--- config.mk ---
export PLATFORM = sky130hd
export DESIGN_NAME = tcs_scheduler
export DESIGN_NICKNAME = d
export VERILOG_FILES = /design/src/tcs_pkg.sv /design/src/tcs_period_timer.sv /design/src/tcs_scheduler.sv
export SDC_FILE = /design/constraint.sdc
export NUM_CORES = 1
export LEC_CHECK = 0
export BUFFER_PORTS_ARGS = -buffer_cell sky130_fd_sc_hd__buf_2
export CELL_PAD_IN_SITES_DETAIL_PLACEMENT = 1
export CELL_PAD_IN_SITES_GLOBAL_PLACEMENT = 1
export CORE_MARGIN = 1.5
export CORE_UTILIZATION = 35
export CTS_CLUSTER_DIAMETER = 40
export DETAILED_ROUTE_END_ITERATION = 7
export HOLD_SLACK_MARGIN = 0.03
export PLACE_DENSITY_LB_ADDON = 0.08
export SLEW_MARGIN = 15
export SYNTH_ARGS = -nofsm -noshare
export SYNTH_HDL_FRONTEND = slang
export SYNTH_HIERARCHICAL = 1
export SYNTH_SLANG_ARGS = --single-unit
--- constraint.sdc ---
create_clock -name clk -period 4.02 [get_ports clk]
set_clock_uncertainty 0.2 [all_clocks]
set_input_delay 0.603 -clock clk [delete_from_list [all_inputs] [get_ports clk]]
set_output_delay 0.603 -clock clk [all_outputs]
set_load 0.005 [all_outputs]
--- src/tcs_pkg.sv ---
// Constants, register map and state type for the tracking calibration scheduler.
// Functional notes
// Report controller state code, above three means error.
// Radio on runs enabled calibrations periodically.
// Radio on entry starts every enabled task.
// Task timer expiry sets its pending bit.
// Host reads back all pending bits.
// Many may pend; only pending tasks run.
// Selection uses pending, priority and path availability.
// Lower priority number wins, LO leakage first.
// Same level: oldest completion wins.
// Skip tasks whose paths are unavailable.
// Each selection runs one 500 us batch.
// Pending clears only on coefficient update; the code also clears all pending bits when radio on is left.
// Re-arbitrate after every batch.
// Disrupted batch is discarded, task waits.
// Host grants observation path in 500 us slots.
// Only host grants observation path; none, no run.
// Host may scatter batches over 6 sec.
// Entry makes enabled tasks pending, counters run.
// Force command sets pending, restarts counters.
// Host selects calibrations by ten-bit mask.
// Only mask enabled at entry may start.
// Subset mask pauses or resumes transmit calibrations.
// One batch at a time; idle outside radio on.
package tcs_pkg;
  localparam int NCAL = 10;
  localparam int NGRP = 5;
  localparam int ADDR_W = 8;
  localparam logic [7:0] ADDR_STATE   = 8'h00;
  localparam logic [7:0] ADDR_ENABLE  = 8'h04;
  localparam logic [7:0] ADDR_CTRL    = 8'h08;
  localparam logic [7:0] ADDR_PENDING = 8'h0C;
  localparam logic [7:0] ADDR_RESCHED = 8'h10;
  localparam logic [7:0] ADDR_PAUSE   = 8'h14;
  localparam int CTRL_ON_BIT = 0;
  localparam int RESUME_LSB  = 16;
  localparam logic [3:0] SEL_ALL = 4'hA;
  localparam logic [9:0] TX_CAL_MASK  = 10'h0F0;
  localparam logic [9:0] LOL_CAL_MASK = 10'h030;
  localparam logic [9:0] ENABLE_RESET = 10'h000;
  // Channel pairs by priority level, highest first: LO leakage, Tx QEC, ORx QEC, Rx QEC, HD2.
  localparam logic [14:0] GRP_ORDER = 15'h405A;
  localparam logic [31:0] CODE_POWERUP = 32'h0000_0000;
  localparam logic [31:0] CODE_READY   = 32'h0000_0001;
  localparam logic [31:0] CODE_OFF     = 32'h0000_0002;
  localparam logic [31:0] CODE_ON      = 32'h0000_0003;
  localparam logic [31:0] CODE_ERROR   = 32'h0000_0004;
  localparam int CLK_MHZ        = 20;
  localparam int BATCH_TIME_US  = 500;
  localparam int BATCH_CYCLES   = BATCH_TIME_US * CLK_MHZ;
  localparam int PERIOD_TIME_MS = 100;
  localparam int PERIOD_CYCLES  = PERIOD_TIME_MS * 1000 * CLK_MHZ;
  localparam int BATCHES_NEEDED = 4;
  typedef enum logic [2:0] {ST_POWERUP, ST_READY, ST_OFF, ST_ON, ST_ERROR} tcs_state_e;
endpackage

--- src/tcs_period_timer.sv ---
// Free-running period timer of one calibration task.
`timescale 1ns/10ps
module tcs_period_timer #(
  parameter int PERIOD = tcs_pkg::PERIOD_CYCLES
) (
  input  wire logic clk,
  input  wire logic rst_n,
  input  wire logic run,
  input  wire logic restart,
  output logic      expire
);
  localparam int CW = $clog2(PERIOD + 1);
  localparam logic [CW-1:0] LAST = CW'(PERIOD - 1);

  logic [CW-1:0] cnt_r;

  always_ff @(posedge clk or negedge rst_n)
  begin
    if (!rst_n)
    begin
      cnt_r  <= '0;
      expire <= 1'b0;
    end
    else
    begin
      expire <= 1'b0;
      if (restart || !run)
        cnt_r <= '0;
      else if (cnt_r == LAST)
      begin
        cnt_r  <= '0;
        expire <= 1'b1;
      end
      else
        cnt_r <= cnt_r + 1'b1;
    end
  end
endmodule

--- src/tcs_scheduler.sv ---
// Tracking calibration scheduler with register port, task timers and batch engine.
`timescale 1ns/10ps
module tcs_scheduler #(
  parameter int BATCH_CYCLES   = tcs_pkg::BATCH_CYCLES,
  parameter int PERIOD_CYCLES  = tcs_pkg::PERIOD_CYCLES,
  parameter int BATCHES_NEEDED = tcs_pkg::BATCHES_NEEDED
) (
  input  wire logic                      clk,
  input  wire logic                      rst_n,
  input  wire logic [tcs_pkg::ADDR_W-1:0] reg_addr,
  input  wire logic [31:0]               reg_wdata,
  input  wire logic                      reg_wr,
  input  wire logic                      reg_rd,
  output logic      [31:0]               reg_rdata,
  input  wire logic [1:0]                tx_path_on,
  input  wire logic [1:0]                rx_path_on,
  input  wire logic [1:0]                orx_path_on,
  input  wire logic                      obs_granted,
  output logic                           batch_active,
  output logic      [3:0]                batch_task,
  output logic                           coeff_update,
  output logic      [3:0]                coeff_task
);
  localparam int NCAL = tcs_pkg::NCAL;
  localparam int NGRP = tcs_pkg::NGRP;
  localparam int BCW  = $clog2(BATCH_CYCLES + 1);
  localparam int NBW  = $clog2(BATCHES_NEEDED + 1);
  localparam logic [BCW-1:0] BATCH_LAST = BCW'(BATCH_CYCLES - 1);
  localparam logic [BCW-1:0] BATCH_FULL = BCW'(BATCH_CYCLES);
  localparam logic [NBW-1:0] NB_LAST    = NBW'(BATCHES_NEEDED - 1);

  function automatic logic [NCAL-1:0] onehot(input logic [3:0] idx);
    return NCAL'(1) << idx;
  endfunction

  function automatic logic [31:0] state_code(input tcs_pkg::tcs_state_e st);
    case (st)
      tcs_pkg::ST_POWERUP: return tcs_pkg::CODE_POWERUP;
      tcs_pkg::ST_READY:   return tcs_pkg::CODE_READY;
      tcs_pkg::ST_OFF:     return tcs_pkg::CODE_OFF;
      tcs_pkg::ST_ON:      return tcs_pkg::CODE_ON;
      default:             return tcs_pkg::CODE_ERROR;
    endcase
  endfunction

  // Returns {found, pair, channel}; later loop passes are higher priority and win.
  function automatic logic [4:0] pick(input logic [NCAL-1:0] el, input logic [NGRP-1:0] rh);
    logic [4:0] r;
    int         g;
    r = 5'h00;
    for (int p = NGRP - 1; p >= 0; p--)
    begin
      g = int'(tcs_pkg::GRP_ORDER[p*3 +: 3]);
      // oldest completion first
      if (el[2*g] && el[2*g+1])
        r = {1'b1, 3'(g), ~rh[g]};
      else if (el[2*g])
        r = {1'b1, 3'(g), 1'b0};
      else if (el[2*g+1])
        r = {1'b1, 3'(g), 1'b1};
    end
    return r;
  endfunction

  // Path enables arrive from pins and pass two flip-flops.
  logic [6:0] pin_s1_r;
  logic [6:0] pin_s2_r;

  always_ff @(posedge clk or negedge rst_n)
  begin
    if (!rst_n)
    begin
      pin_s1_r <= 7'h00;
      pin_s2_r <= 7'h00;
    end
    else
    begin
      pin_s1_r <= {obs_granted, orx_path_on, rx_path_on, tx_path_on};
      pin_s2_r <= pin_s1_r;
    end
  end

  logic [1:0]      tx_on;
  logic [1:0]      rx_on;
  logic [1:0]      orx_on;
  logic            grant;
  logic [NCAL-1:0] path_ok;

  assign tx_on  = pin_s2_r[1:0];
  assign rx_on  = pin_s2_r[3:2];
  assign orx_on = pin_s2_r[5:4];
  assign grant  = pin_s2_r[6];
  // transmit tasks need the host grant
  assign path_ok = {rx_on, tx_on & {2{grant}}, tx_on & {2{grant}}, orx_on, rx_on};

  logic wr_enable;
  logic wr_ctrl;
  logic wr_resched;
  logic wr_pause;
  logic on_bit;

  assign wr_enable  = reg_wr && (reg_addr == tcs_pkg::ADDR_ENABLE);
  assign wr_ctrl    = reg_wr && (reg_addr == tcs_pkg::ADDR_CTRL);
  assign wr_resched = reg_wr && (reg_addr == tcs_pkg::ADDR_RESCHED);
  assign wr_pause   = reg_wr && (reg_addr == tcs_pkg::ADDR_PAUSE);
  assign on_bit     = reg_wdata[tcs_pkg::CTRL_ON_BIT];

  tcs_pkg::tcs_state_e st_r;
  tcs_pkg::tcs_state_e st_nxt;
  logic                radio_on;
  logic                enter_on;

  // Rewriting the enable mask while radio on is a configuration error; radio off recovers.
  always_comb
  begin
    st_nxt = st_r;
    case (st_r)
      tcs_pkg::ST_POWERUP: st_nxt = tcs_pkg::ST_READY;
      tcs_pkg::ST_READY,
      tcs_pkg::ST_OFF:
        if (wr_ctrl)
          st_nxt = on_bit ? tcs_pkg::ST_ON : tcs_pkg::ST_OFF;
      tcs_pkg::ST_ON:
        if (wr_enable)
          st_nxt = tcs_pkg::ST_ERROR;
        else if (wr_ctrl && !on_bit)
          st_nxt = tcs_pkg::ST_OFF;
      tcs_pkg::ST_ERROR:
        if (wr_ctrl && !on_bit)
          st_nxt = tcs_pkg::ST_OFF;
      default: st_nxt = tcs_pkg::ST_ERROR;
    endcase
  end

  always_ff @(posedge clk or negedge rst_n)
  begin
    if (!rst_n)
      st_r <= tcs_pkg::ST_POWERUP;
    else
      st_r <= st_nxt;
  end

  assign radio_on = (st_r == tcs_pkg::ST_ON);
  assign enter_on = (st_nxt == tcs_pkg::ST_ON) && !radio_on;

  logic [NCAL-1:0] en_r;
  logic [NCAL-1:0] active_en_r;
  logic [NCAL-1:0] paused_r;
  logic [NCAL-1:0] runnable;
  logic [NCAL-1:0] sub_tx;

  assign sub_tx   = reg_wdata[NCAL-1:0] & tcs_pkg::TX_CAL_MASK;
  assign runnable = active_en_r & ~paused_r;

  always_ff @(posedge clk or negedge rst_n)
  begin
    if (!rst_n)
    begin
      en_r        <= tcs_pkg::ENABLE_RESET;
      active_en_r <= tcs_pkg::ENABLE_RESET;
    end
    else
    begin
      // ten-bit enable mask
      if (wr_enable)
        en_r <= reg_wdata[NCAL-1:0];
      // mask frozen at radio on entry
      if (enter_on)
        active_en_r <= en_r;
    end
  end

  always_ff @(posedge clk or negedge rst_n)
  begin
    if (!rst_n)
      paused_r <= '0;
    else if (enter_on)
      paused_r <= '0;
    // subset pause and resume
    else if (wr_pause && radio_on)
      paused_r <= (paused_r & ~sub_tx) | (sub_tx & ~reg_wdata[tcs_pkg::RESUME_LSB +: NCAL]);
  end

  logic [NCAL-1:0] force_v;
  logic [NCAL-1:0] expire_v;
  logic [NCAL-1:0] restart_v;
  logic [NCAL-1:0] done_v;
  logic [NCAL-1:0] pending_r;

  // one task or all; a selector beyond the list is ignored
  assign force_v = !(wr_resched && radio_on) ? '0 :
                   (reg_wdata[3:0] == tcs_pkg::SEL_ALL) ? active_en_r :
                   onehot(reg_wdata[3:0]) & active_en_r;
  // entry restarts every timer
  assign restart_v = enter_on ? {NCAL{1'b1}} : force_v;

  // timers only run in radio on
  for (genvar i = 0; i < NCAL; i++)
  begin : g_timer
    tcs_period_timer #(
      .PERIOD (PERIOD_CYCLES)
    ) u_timer (
      .clk     (clk),
      .rst_n   (rst_n),
      .run     (radio_on && active_en_r[i]),
      .restart (restart_v[i]),
      .expire  (expire_v[i])
    );
  end

  // A set in the same cycle as a completion wins, so a fresh request is never lost.
  always_ff @(posedge clk or negedge rst_n)
  begin
    if (!rst_n)
      pending_r <= '0;
    // all enabled tasks start at entry
    else if (enter_on)
      pending_r <= en_r;
    else if (!radio_on)
      pending_r <= '0;
    // timer expiry requests service
    else
      pending_r <= (pending_r & ~done_v) | ((expire_v & active_en_r) | force_v);
  end

  logic [NCAL-1:0] eligible;
  logic [4:0]      sel;
  // A cleared history bit means the even channel finished last, so the odd one goes first.
  logic [NGRP-1:0] recent_hi_r;

  // pending, runnable, path available
  assign eligible = pending_r & runnable & path_ok & {NCAL{radio_on}};
  // fixed priority order
  assign sel = pick(eligible, recent_hi_r);

  logic           batch_done_r;
  logic [BCW-1:0] bcnt_r;
  logic           start;
  logic           abort;
  logic           batch_end;
  logic [NBW-1:0] nb_r [NCAL];

  // a new pick only after the previous batch is over
  assign start = !batch_active && sel[4];
  // lost path, pause or leaving radio on drops the batch
  assign abort = batch_active && !eligible[batch_task];
  assign batch_end = batch_active && !abort && (bcnt_r == BATCH_LAST);
  // clear pending on coefficient update
  assign done_v = (batch_end && (nb_r[batch_task] == NB_LAST)) ? onehot(batch_task) : '0;

  always_ff @(posedge clk or negedge rst_n)
  begin
    if (!rst_n)
    begin
      batch_active <= 1'b0;
      batch_task   <= 4'h0;
      bcnt_r       <= '0;
    end
    // one batch at a time
    else if (start)
    begin
      batch_active <= 1'b1;
      batch_task   <= sel[3:0];
      bcnt_r       <= '0;
    end
    // fixed length observation batch
    else if (abort || batch_end)
      batch_active <= 1'b0;
    else if (batch_active)
      bcnt_r <= bcnt_r + 1'b1;
  end

  // Partial observations never count, so only whole batches advance a task.
  always_ff @(posedge clk or negedge rst_n)
  begin
    if (!rst_n)
    begin
      for (int i = 0; i < NCAL; i++)
        nb_r[i] <= '0;
    end
    else if (batch_end)
      nb_r[batch_task] <= (nb_r[batch_task] == NB_LAST) ? '0 : nb_r[batch_task] + 1'b1;
  end

  always_ff @(posedge clk or negedge rst_n)
  begin
    if (!rst_n)
    begin
      batch_done_r <= 1'b0;
      coeff_update <= 1'b0;
      coeff_task   <= 4'h0;
      recent_hi_r  <= '0;
    end
    else
    begin
      batch_done_r <= batch_end;
      coeff_update <= |done_v;
      if (|done_v)
      begin
        coeff_task                  <= batch_task;
        recent_hi_r[batch_task[3:1]] <= batch_task[0];
      end
    end
  end

  always_ff @(posedge clk or negedge rst_n)
  begin
    if (!rst_n)
      reg_rdata <= 32'h0000_0000;
    else if (reg_rd)
    begin
      case (reg_addr)
        // controller state code
        tcs_pkg::ADDR_STATE:   reg_rdata <= state_code(st_r);
        tcs_pkg::ADDR_ENABLE:  reg_rdata <= 32'(en_r);
        tcs_pkg::ADDR_CTRL:    reg_rdata <= 32'(radio_on);
        // pending readback
        tcs_pkg::ADDR_PENDING: reg_rdata <= 32'(pending_r);
        tcs_pkg::ADDR_PAUSE:   reg_rdata <= 32'(runnable);
        default:               reg_rdata <= 32'h0000_0000;
      endcase
    end
    else
      reg_rdata <= 32'h0000_0000;
  end

  // Helper counter that only the batch length check reads.
  logic [BCW-1:0] hlp_age_r;

  always_ff @(posedge clk or negedge rst_n)
  begin
    if (!rst_n)
      hlp_age_r <= '0;
    else if (start)
      hlp_age_r <= '0;
    else if (batch_active)
      hlp_age_r <= hlp_age_r + 1'b1;
  end
endmodule

-- Word level (Yosys, flattened, before mapping)
Cells that the tools add are included.
- flip-flop bits (word level): 368
- bits of input ports: 51
- logic and storage cells: 262
- add/subtract/negate cells: 12
- order comparisons: 5
- eq/ne operators: 24
- shift operators: 2
- mux-type cells: 88
- bitwise logic cells: 23
- reduce and logical (&&, ||, !) cells: 64
- operators by type and width (operator ; count):
    2-to-1 mux 21 bit ; 20
    adder 21 x 1 -> 21 bit (second input constant) ; 10
    == test 21 bit (second input constant) ; 10
    case mux 32 bit (5 select lines) ; 1
    bitwise AND 10 bit ; 8
    2-to-1 mux 10 bit ; 8
    2-to-1 mux 5 bit ; 15
    2-to-1 mux 14 bit ; 3
    2-to-1 mux 32 bit ; 1
    bitwise mux 30 bit ; 1
    logical AND 1 bit ; 30
    NOT 10 bit ; 3
    OR 10 bit ; 3
    2-to-1 mux 1 bit ; 25
    case mux 3 bit (4 select lines) ; 2
    2-to-1 mux 3 bit ; 7
    << shifter 1 x 4 -> 10 bit (first input constant) ; 2
    == test 8 x 4 -> 1 bit (second input constant) ; 2
    == test 8 x 5 -> 1 bit (second input constant) ; 2
    zero test 1 bit ; 15
    adder 14 x 1 -> 14 bit (second input constant) ; 1
    == test 14 bit (second input constant) ; 1
    binary-select mux 3 bit (select 4 bit) ; 1
    demux 3 bit (select 4 bit) ; 1
    27 further kinds ; 46

-- Longest topological paths before layout
- depth after elaboration: 23
- gate-level depth with buffers: 13

-- Cells and area by module
The synthesis kept the hierarchy.
- by module, submodules not included (module ; instances ; cells an instance ; area each (um^2) ; sequential area each (um^2)):
    tcs_period_timer ; 10 ; 116 ; 1127.3 ; 550.5
    tcs_scheduler ; 1 ; 622 ; 6386.1 ; 3002.9

-- Least setup slack after synthesis
Ideal clock, no wire load.
- kind: input to register
- start point: input port reg_addr[7] in the netlist's numbering
- end point: register g_timer[1].u_timer.cnt_r[10]
- library setup time: 121 ps
- data arrival time: 2990 ps
- slack: 708 ps
- stages on the path: 12
- path buffers: 4
- cell sequence: or3_4 -> nor4_4 -> nand3_1 -> or4b_1 -> clkbuf_1 -> buf_2 -> nand2_1 -> nand2b_1 -> a41o_2 -> clkbuf_8 -> buf_2 -> nor2_1
- cells in the longest elaborated chain, start to end: 11
- elaborated cells on any way between the ends: 18
- RTL lines (element ; line ; source):
    start: declaration ; tcs_scheduler.sv:10 ; input wire logic [tcs_pkg::ADDR_W-1:0] reg_addr,
    == test 8 x 4 -> 1 bit ; tcs_scheduler.sv:103 ; assign wr_ctrl = reg_wr && (reg_addr == tcs_pkg::ADDR_CTRL);
    logical AND 1 bit ; tcs_scheduler.sv:103 ;
    logical AND 1 bit ; tcs_scheduler.sv:126, tcs_scheduler.sv:129 ;
    2-to-1 mux 3 bit ; tcs_scheduler.sv:126, tcs_scheduler.sv:129 ;
    2-to-1 mux 3 bit ; tcs_scheduler.sv:124 ; if (wr_enable)
    case mux 3 bit (4 select lines) ; tcs_scheduler.sv:117 ; case (st_r)
    == test 3 x 2 -> 1 bit ; tcs_scheduler.sv:144 ; assign enter_on = (st_nxt == tcs_pkg::ST_ON) && !radio_on;
    logical AND 1 bit ; tcs_scheduler.sv:144 ;
    2-to-1 mux 10 bit (*) ; tcs_scheduler.sv:195 ; assign restart_v = enter_on ? {NCAL{1'b1}} : force_v;
    via restart_v[1] ; tcs_scheduler.sv:186 ; logic [NCAL-1:0] restart_v;
    logical OR 1 bit (*) ; tcs_period_timer.sv:27 ; if (restart || !run)
    2-to-1 mux 21 bit (*) ; tcs_period_timer.sv:27 ;
    end signal: assignment ; tcs_period_timer.sv:35 ; cnt_r <= cnt_r + 1'b1;
    end: declaration ; tcs_period_timer.sv:15 ; logic [CW-1:0] cnt_r;
Mark *: on every way through the listed nets, which the timed path passes. The rest lies on a longest branch.
A chain may end at the register's enable or synchronous reset.

-- Worst setup path in the final report
- start point: register batch_task[1]
- end point: register pending_r[2]
- cells in the longest elaborated chain, start to end: 14
- elaborated cells on any way between the ends: 20
- RTL lines (element ; line ; source):
    start: declaration ; tcs_scheduler.sv:20 ; output logic [3:0] batch_task,
    start signal: assignment ; tcs_scheduler.sv:263 ; batch_task <= sel[3:0];
    parallel branches: the longest is 8 deep, another holds NOT 4 -> 5 bit ; - ;
    2-to-1 mux 10 bit (*) ; tcs_scheduler.sv:249 ; assign done_v = (batch_end && (nb_r[batch_task] == NB_LAST)) ? onehot(batch_task) : '0;
    NOT 10 bit (*) ; tcs_scheduler.sv:223 ; pending_r <= (pending_r & ~done_v) | ((expire_v & active_en_r) | force_v);
    bitwise AND 10 bit (*) ; tcs_scheduler.sv:223 ;
    OR 10 bit (*) ; tcs_scheduler.sv:223 ;
    2-to-1 mux 10 bit (*) ; tcs_scheduler.sv:219 ; else if (!radio_on)
    2-to-1 mux 10 bit (*) ; tcs_scheduler.sv:217 ; else if (enter_on)
    end signal: assignment ; tcs_scheduler.sv:218 ; pending_r <= en_r;
    end signal: assignment ; tcs_scheduler.sv:223 ;
    end: declaration ; tcs_scheduler.sv:188 ; logic [NCAL-1:0] pending_r;
Mark *: on every way between the ends. The select of a mux whose other input is x is not followed.

==> results.cfg <==
[die]
rows = 82
start_util_pct = 35.3
die_y_um = 228
die-width_um = 228
dieArea_um2 = 51800
ios = 93
core_area_um2 = 50000

[sta]
finalSetupViolations = 0
min_period_ns = 3.55
slew-limit-headroom_pct = 45.5
drv_slew = 0
fmax_ghz = 0.282
rsz0062_at_grt = false
hold_viol = 0
finalSetupTns_ns = 0
whs_ns = 0.0564
timing.final.crit_share_pct = 88.2
worst_slew_pin_slew_ns = 0.817

[synth]
synth.cell_area_um2 = 17700
seq_area_frac_synth_pct = 48.2
syn_area_per_cell_um2 = 9.91
yosysWarnings = 6
ys.flop_type = dfrtp_1
synth_seq_cells = 340
synthArstFlopShare_pct = 100
synthTopCellsByArea = dfrtp_1, nor2_1, xor2_1
yosysTopAreaCellShare_pct = 48.2
synth-edff-count = 0
synth_cell_types = 77
synth_cells = 1782
synth_top_area_cell = dfrtp_1

[detailed_routing]
drt_wl_total_um = 46800
avgRoutedWirePerCell_um = 18.0
drc = 0
dr.pass1.iters = 5
ant_nets = 0
via_per_inst = 5.35
routed-via-count = 13909
drt_iter0_drc = 772

[cells_and_area]
regArea_um2 = 8510
syn2layout_area_growth_pct = 19.9
finalNetCount = 1934
multi_input_area_um2 = 8520
stdcell_count = 2602
fill_cells = 5613
fin_util_pct = 42.4
layout-drive-gt1-share_pct = 18.1

[critical_path]
crit_buf_inv = 2
crit_arrival_ns = 3.78
crit_required_ns = 4.25
worst_r2r_endpoint = pending_r[2]
crit_path_start_kind = flop
cp_slowest_cell = dfrtp_1
path_cells = buf_4, mux4_2, a22oi_1, o21a_1, o211ai_2, buf_4, nor4_1, o211ai_1
path_depth = 8
crit_path_end_kind = flop
reg2reg_from = batch_task[1]
reg2reg_slack_ns = 0.47
worstSetupPathType = reg2reg
cpMostUsedCell = buf_4
r2r_cells = 8
crit_fanout = 16
crit_family = compound AO/OA/AOI/OAI gates
critPathMaxStageDelay_ns = 0.87

[clock_tree]
clock_sinks = 340
cts_root_buf = clkbuf_16
cts_tree = built
cts_buffer_depth = 3
clk_pin_slew_ns = 0.05
worstSkewPairLatency_ns = 0.61
htree_levels = 3
post-cts-setup-buffers = 0
cts_made_buffers = 73

[worst_hold_path]
whs_path_depth = 2
worstHoldStart = reg_wdata[9]
holdPathEnd = en_r[9]
hold_class = in2reg

[status]
status = finished clean

[grt]
grt_start_max_net_pins = 85
grt_usage_pct = 18.8
grt_pass1_wl_um = 78100
antenna_found_initial = 3
grt-ovfl-total = 0
grt_pass1_vias = 14428

[placed_design]
dp.cells = 2459
gp_congestion = 0.782
place_hpwl_um = 31900
io_buffers = 52

[pwr]
p_sw_share_pct = 22.5
p_int_mw = 7.68
p_comb_share_pct = 1.5
powerDensity_nw_per_um2 = 468
pwr-share-clk_pct = 63.6
power_switching_mw = 2.23
p_seq_share_pct = 34.8
irDropWorstVdd_mv = 0.254
p_leak_nw = 8.57

[job]
drv_cap = 0
registers in the layout, indices dropped and copies added, names as in the netlist, 7 cells and up:
register / flops
active_en_r: 10
bcnt_r: 14
en_r: 10
g_timer.u_timer/cnt_r: 210
g_timer.u_timer/expire: 10
nb_r: 30
pending_r: 10
pin_s1_r: 7
pin_s2_r: 7
reg_rdata: 10
placed cells by master (no fill, tap or decap), types with 11 or more instances in the layout:
cell type,count
dfrtp_1,340
nor2_1,207
nand2_1,147
or3_1,85
nand4_1,81
a21oi_1,80
o21ai_0,79
nand3_1,78
clkbuf_16,73
xor2_1,71
mux2_2,52
xnor2_1,52
buf_2,51
nor4_1,46
and2_1,45
inv_1,27
buf_4,26
nand2b_1,25
conb_1,22
or4_4,20
and3_1,18
o31ai_1,17
nor2b_1,13
mux2i_1,12
a21oi_2,12
nor4b_1,12
ha_1,12
nor3_1,11
nor4bb_1,11
nand4_2,11
area by class of cell:
| class | count | area share (%) |
|---|---|---|
| antenna | 2 | 0.0236 |
| clock buffer | 88 | 9.32 |
| clock inverter | 44 | 2.99 |
| inverter | 27 | 0.478 |
| multi-input combinational | 1340 | 40.2 |
| sequential | 340 | 40.2 |
| tap | 672 | 3.97 |
| timing repair buffer | 89 | 2.81 |
Yosys cell counts (all sizes together), types with 30 or more instances:
| cell type | instances |
|---|---|
| or3 | 86 |
| dfrtp | 340 |
| xnor2 | 52 |
| o21ai | 81 |
| buf | 66 |
| and2 | 46 |
| nor2 | 207 |
| mux2 | 52 |
| nor4 | 49 |
| nand4 | 92 |
| nand3 | 78 |
| a21oi | 92 |
| clkbuf | 30 |
| xor2 | 71 |
| nand2 | 147 |
power groups by stage:
| stage | sequential [mW] | clock [mW] | combinational, mW |
|---|---|---|---|
| 2_1_floorplan | 3.50 | 0 | 0.0455 |
| 3_3_place_gp | 3.51 | 0 | 0.147 |
| 3_5_place_dp | 3.51 | 0 | 0.151 |
| 4_1_cts | 3.45 | 6.49 | 0.158 |
| 5_1_grt | 3.45 | 6.63 | 0.174 |
| 6_report | 3.45 | 6.31 | 0.150 |
logic make-up after synthesis:
group / synth area share [%]
buffers and inverters: 4.04
multiplexers: 4.76
flip-flops: 48.2
XOR/XNOR: 6.10
AND/OR/NAND/NOR: 27.0
other: 0.0212
AO/OA/AOI/OAI: 9.03
adder cells (fa/ha/maj): 0.850
stage by stage:
stage / power, mW / area [um2] / worst slack (ns)
after floorplan: 3.55 / 17700 / 0.708
after global placement: 3.65 / 18500 / 0.442
after detailed placement: 3.66 / 18500 / 0.381
after CTS: 10.1 / 21200 / 0.455
after global routing: 10.3 / 21200 / 0.265
final: 9.91 / 21200 / 0.473
worst max-delay path by stage:
stage	from	slack, ns	to
5_1_grt	batch_task[0]	0.26	recent_hi_r[3]
4_1_cts	batch_task[1]	0.46	recent_hi_r[3]
2_1_floorplan	reg_addr[7]	0.71	g_timer[1].u_timer/cnt_r[10]
3_3_place_gp	reg_addr[7]	0.44	g_timer[6].u_timer/cnt_r[13]
6_report	batch_task[1]	0.47	pending_r[2]
3_5_place_dp	reg_addr[7]	0.38	g_timer[7].u_timer/cnt_r[2]
per-layer routing:
layer	vias up	track usage [%]	share of wire (%)
li1	6598	-	-
met4	4	6.47	2.2
met1	7071	25.4	47
met2	159	30.6	47
met3	77	3.15	3.2
met5	-	0	0.047
timing repair:
item	in CTS	in global routing
resized for setup	0	0
endpoints found under the hold margin	84	0
hold buffers	9	0
Note: power is estimated with default switching activity, not from simulation.
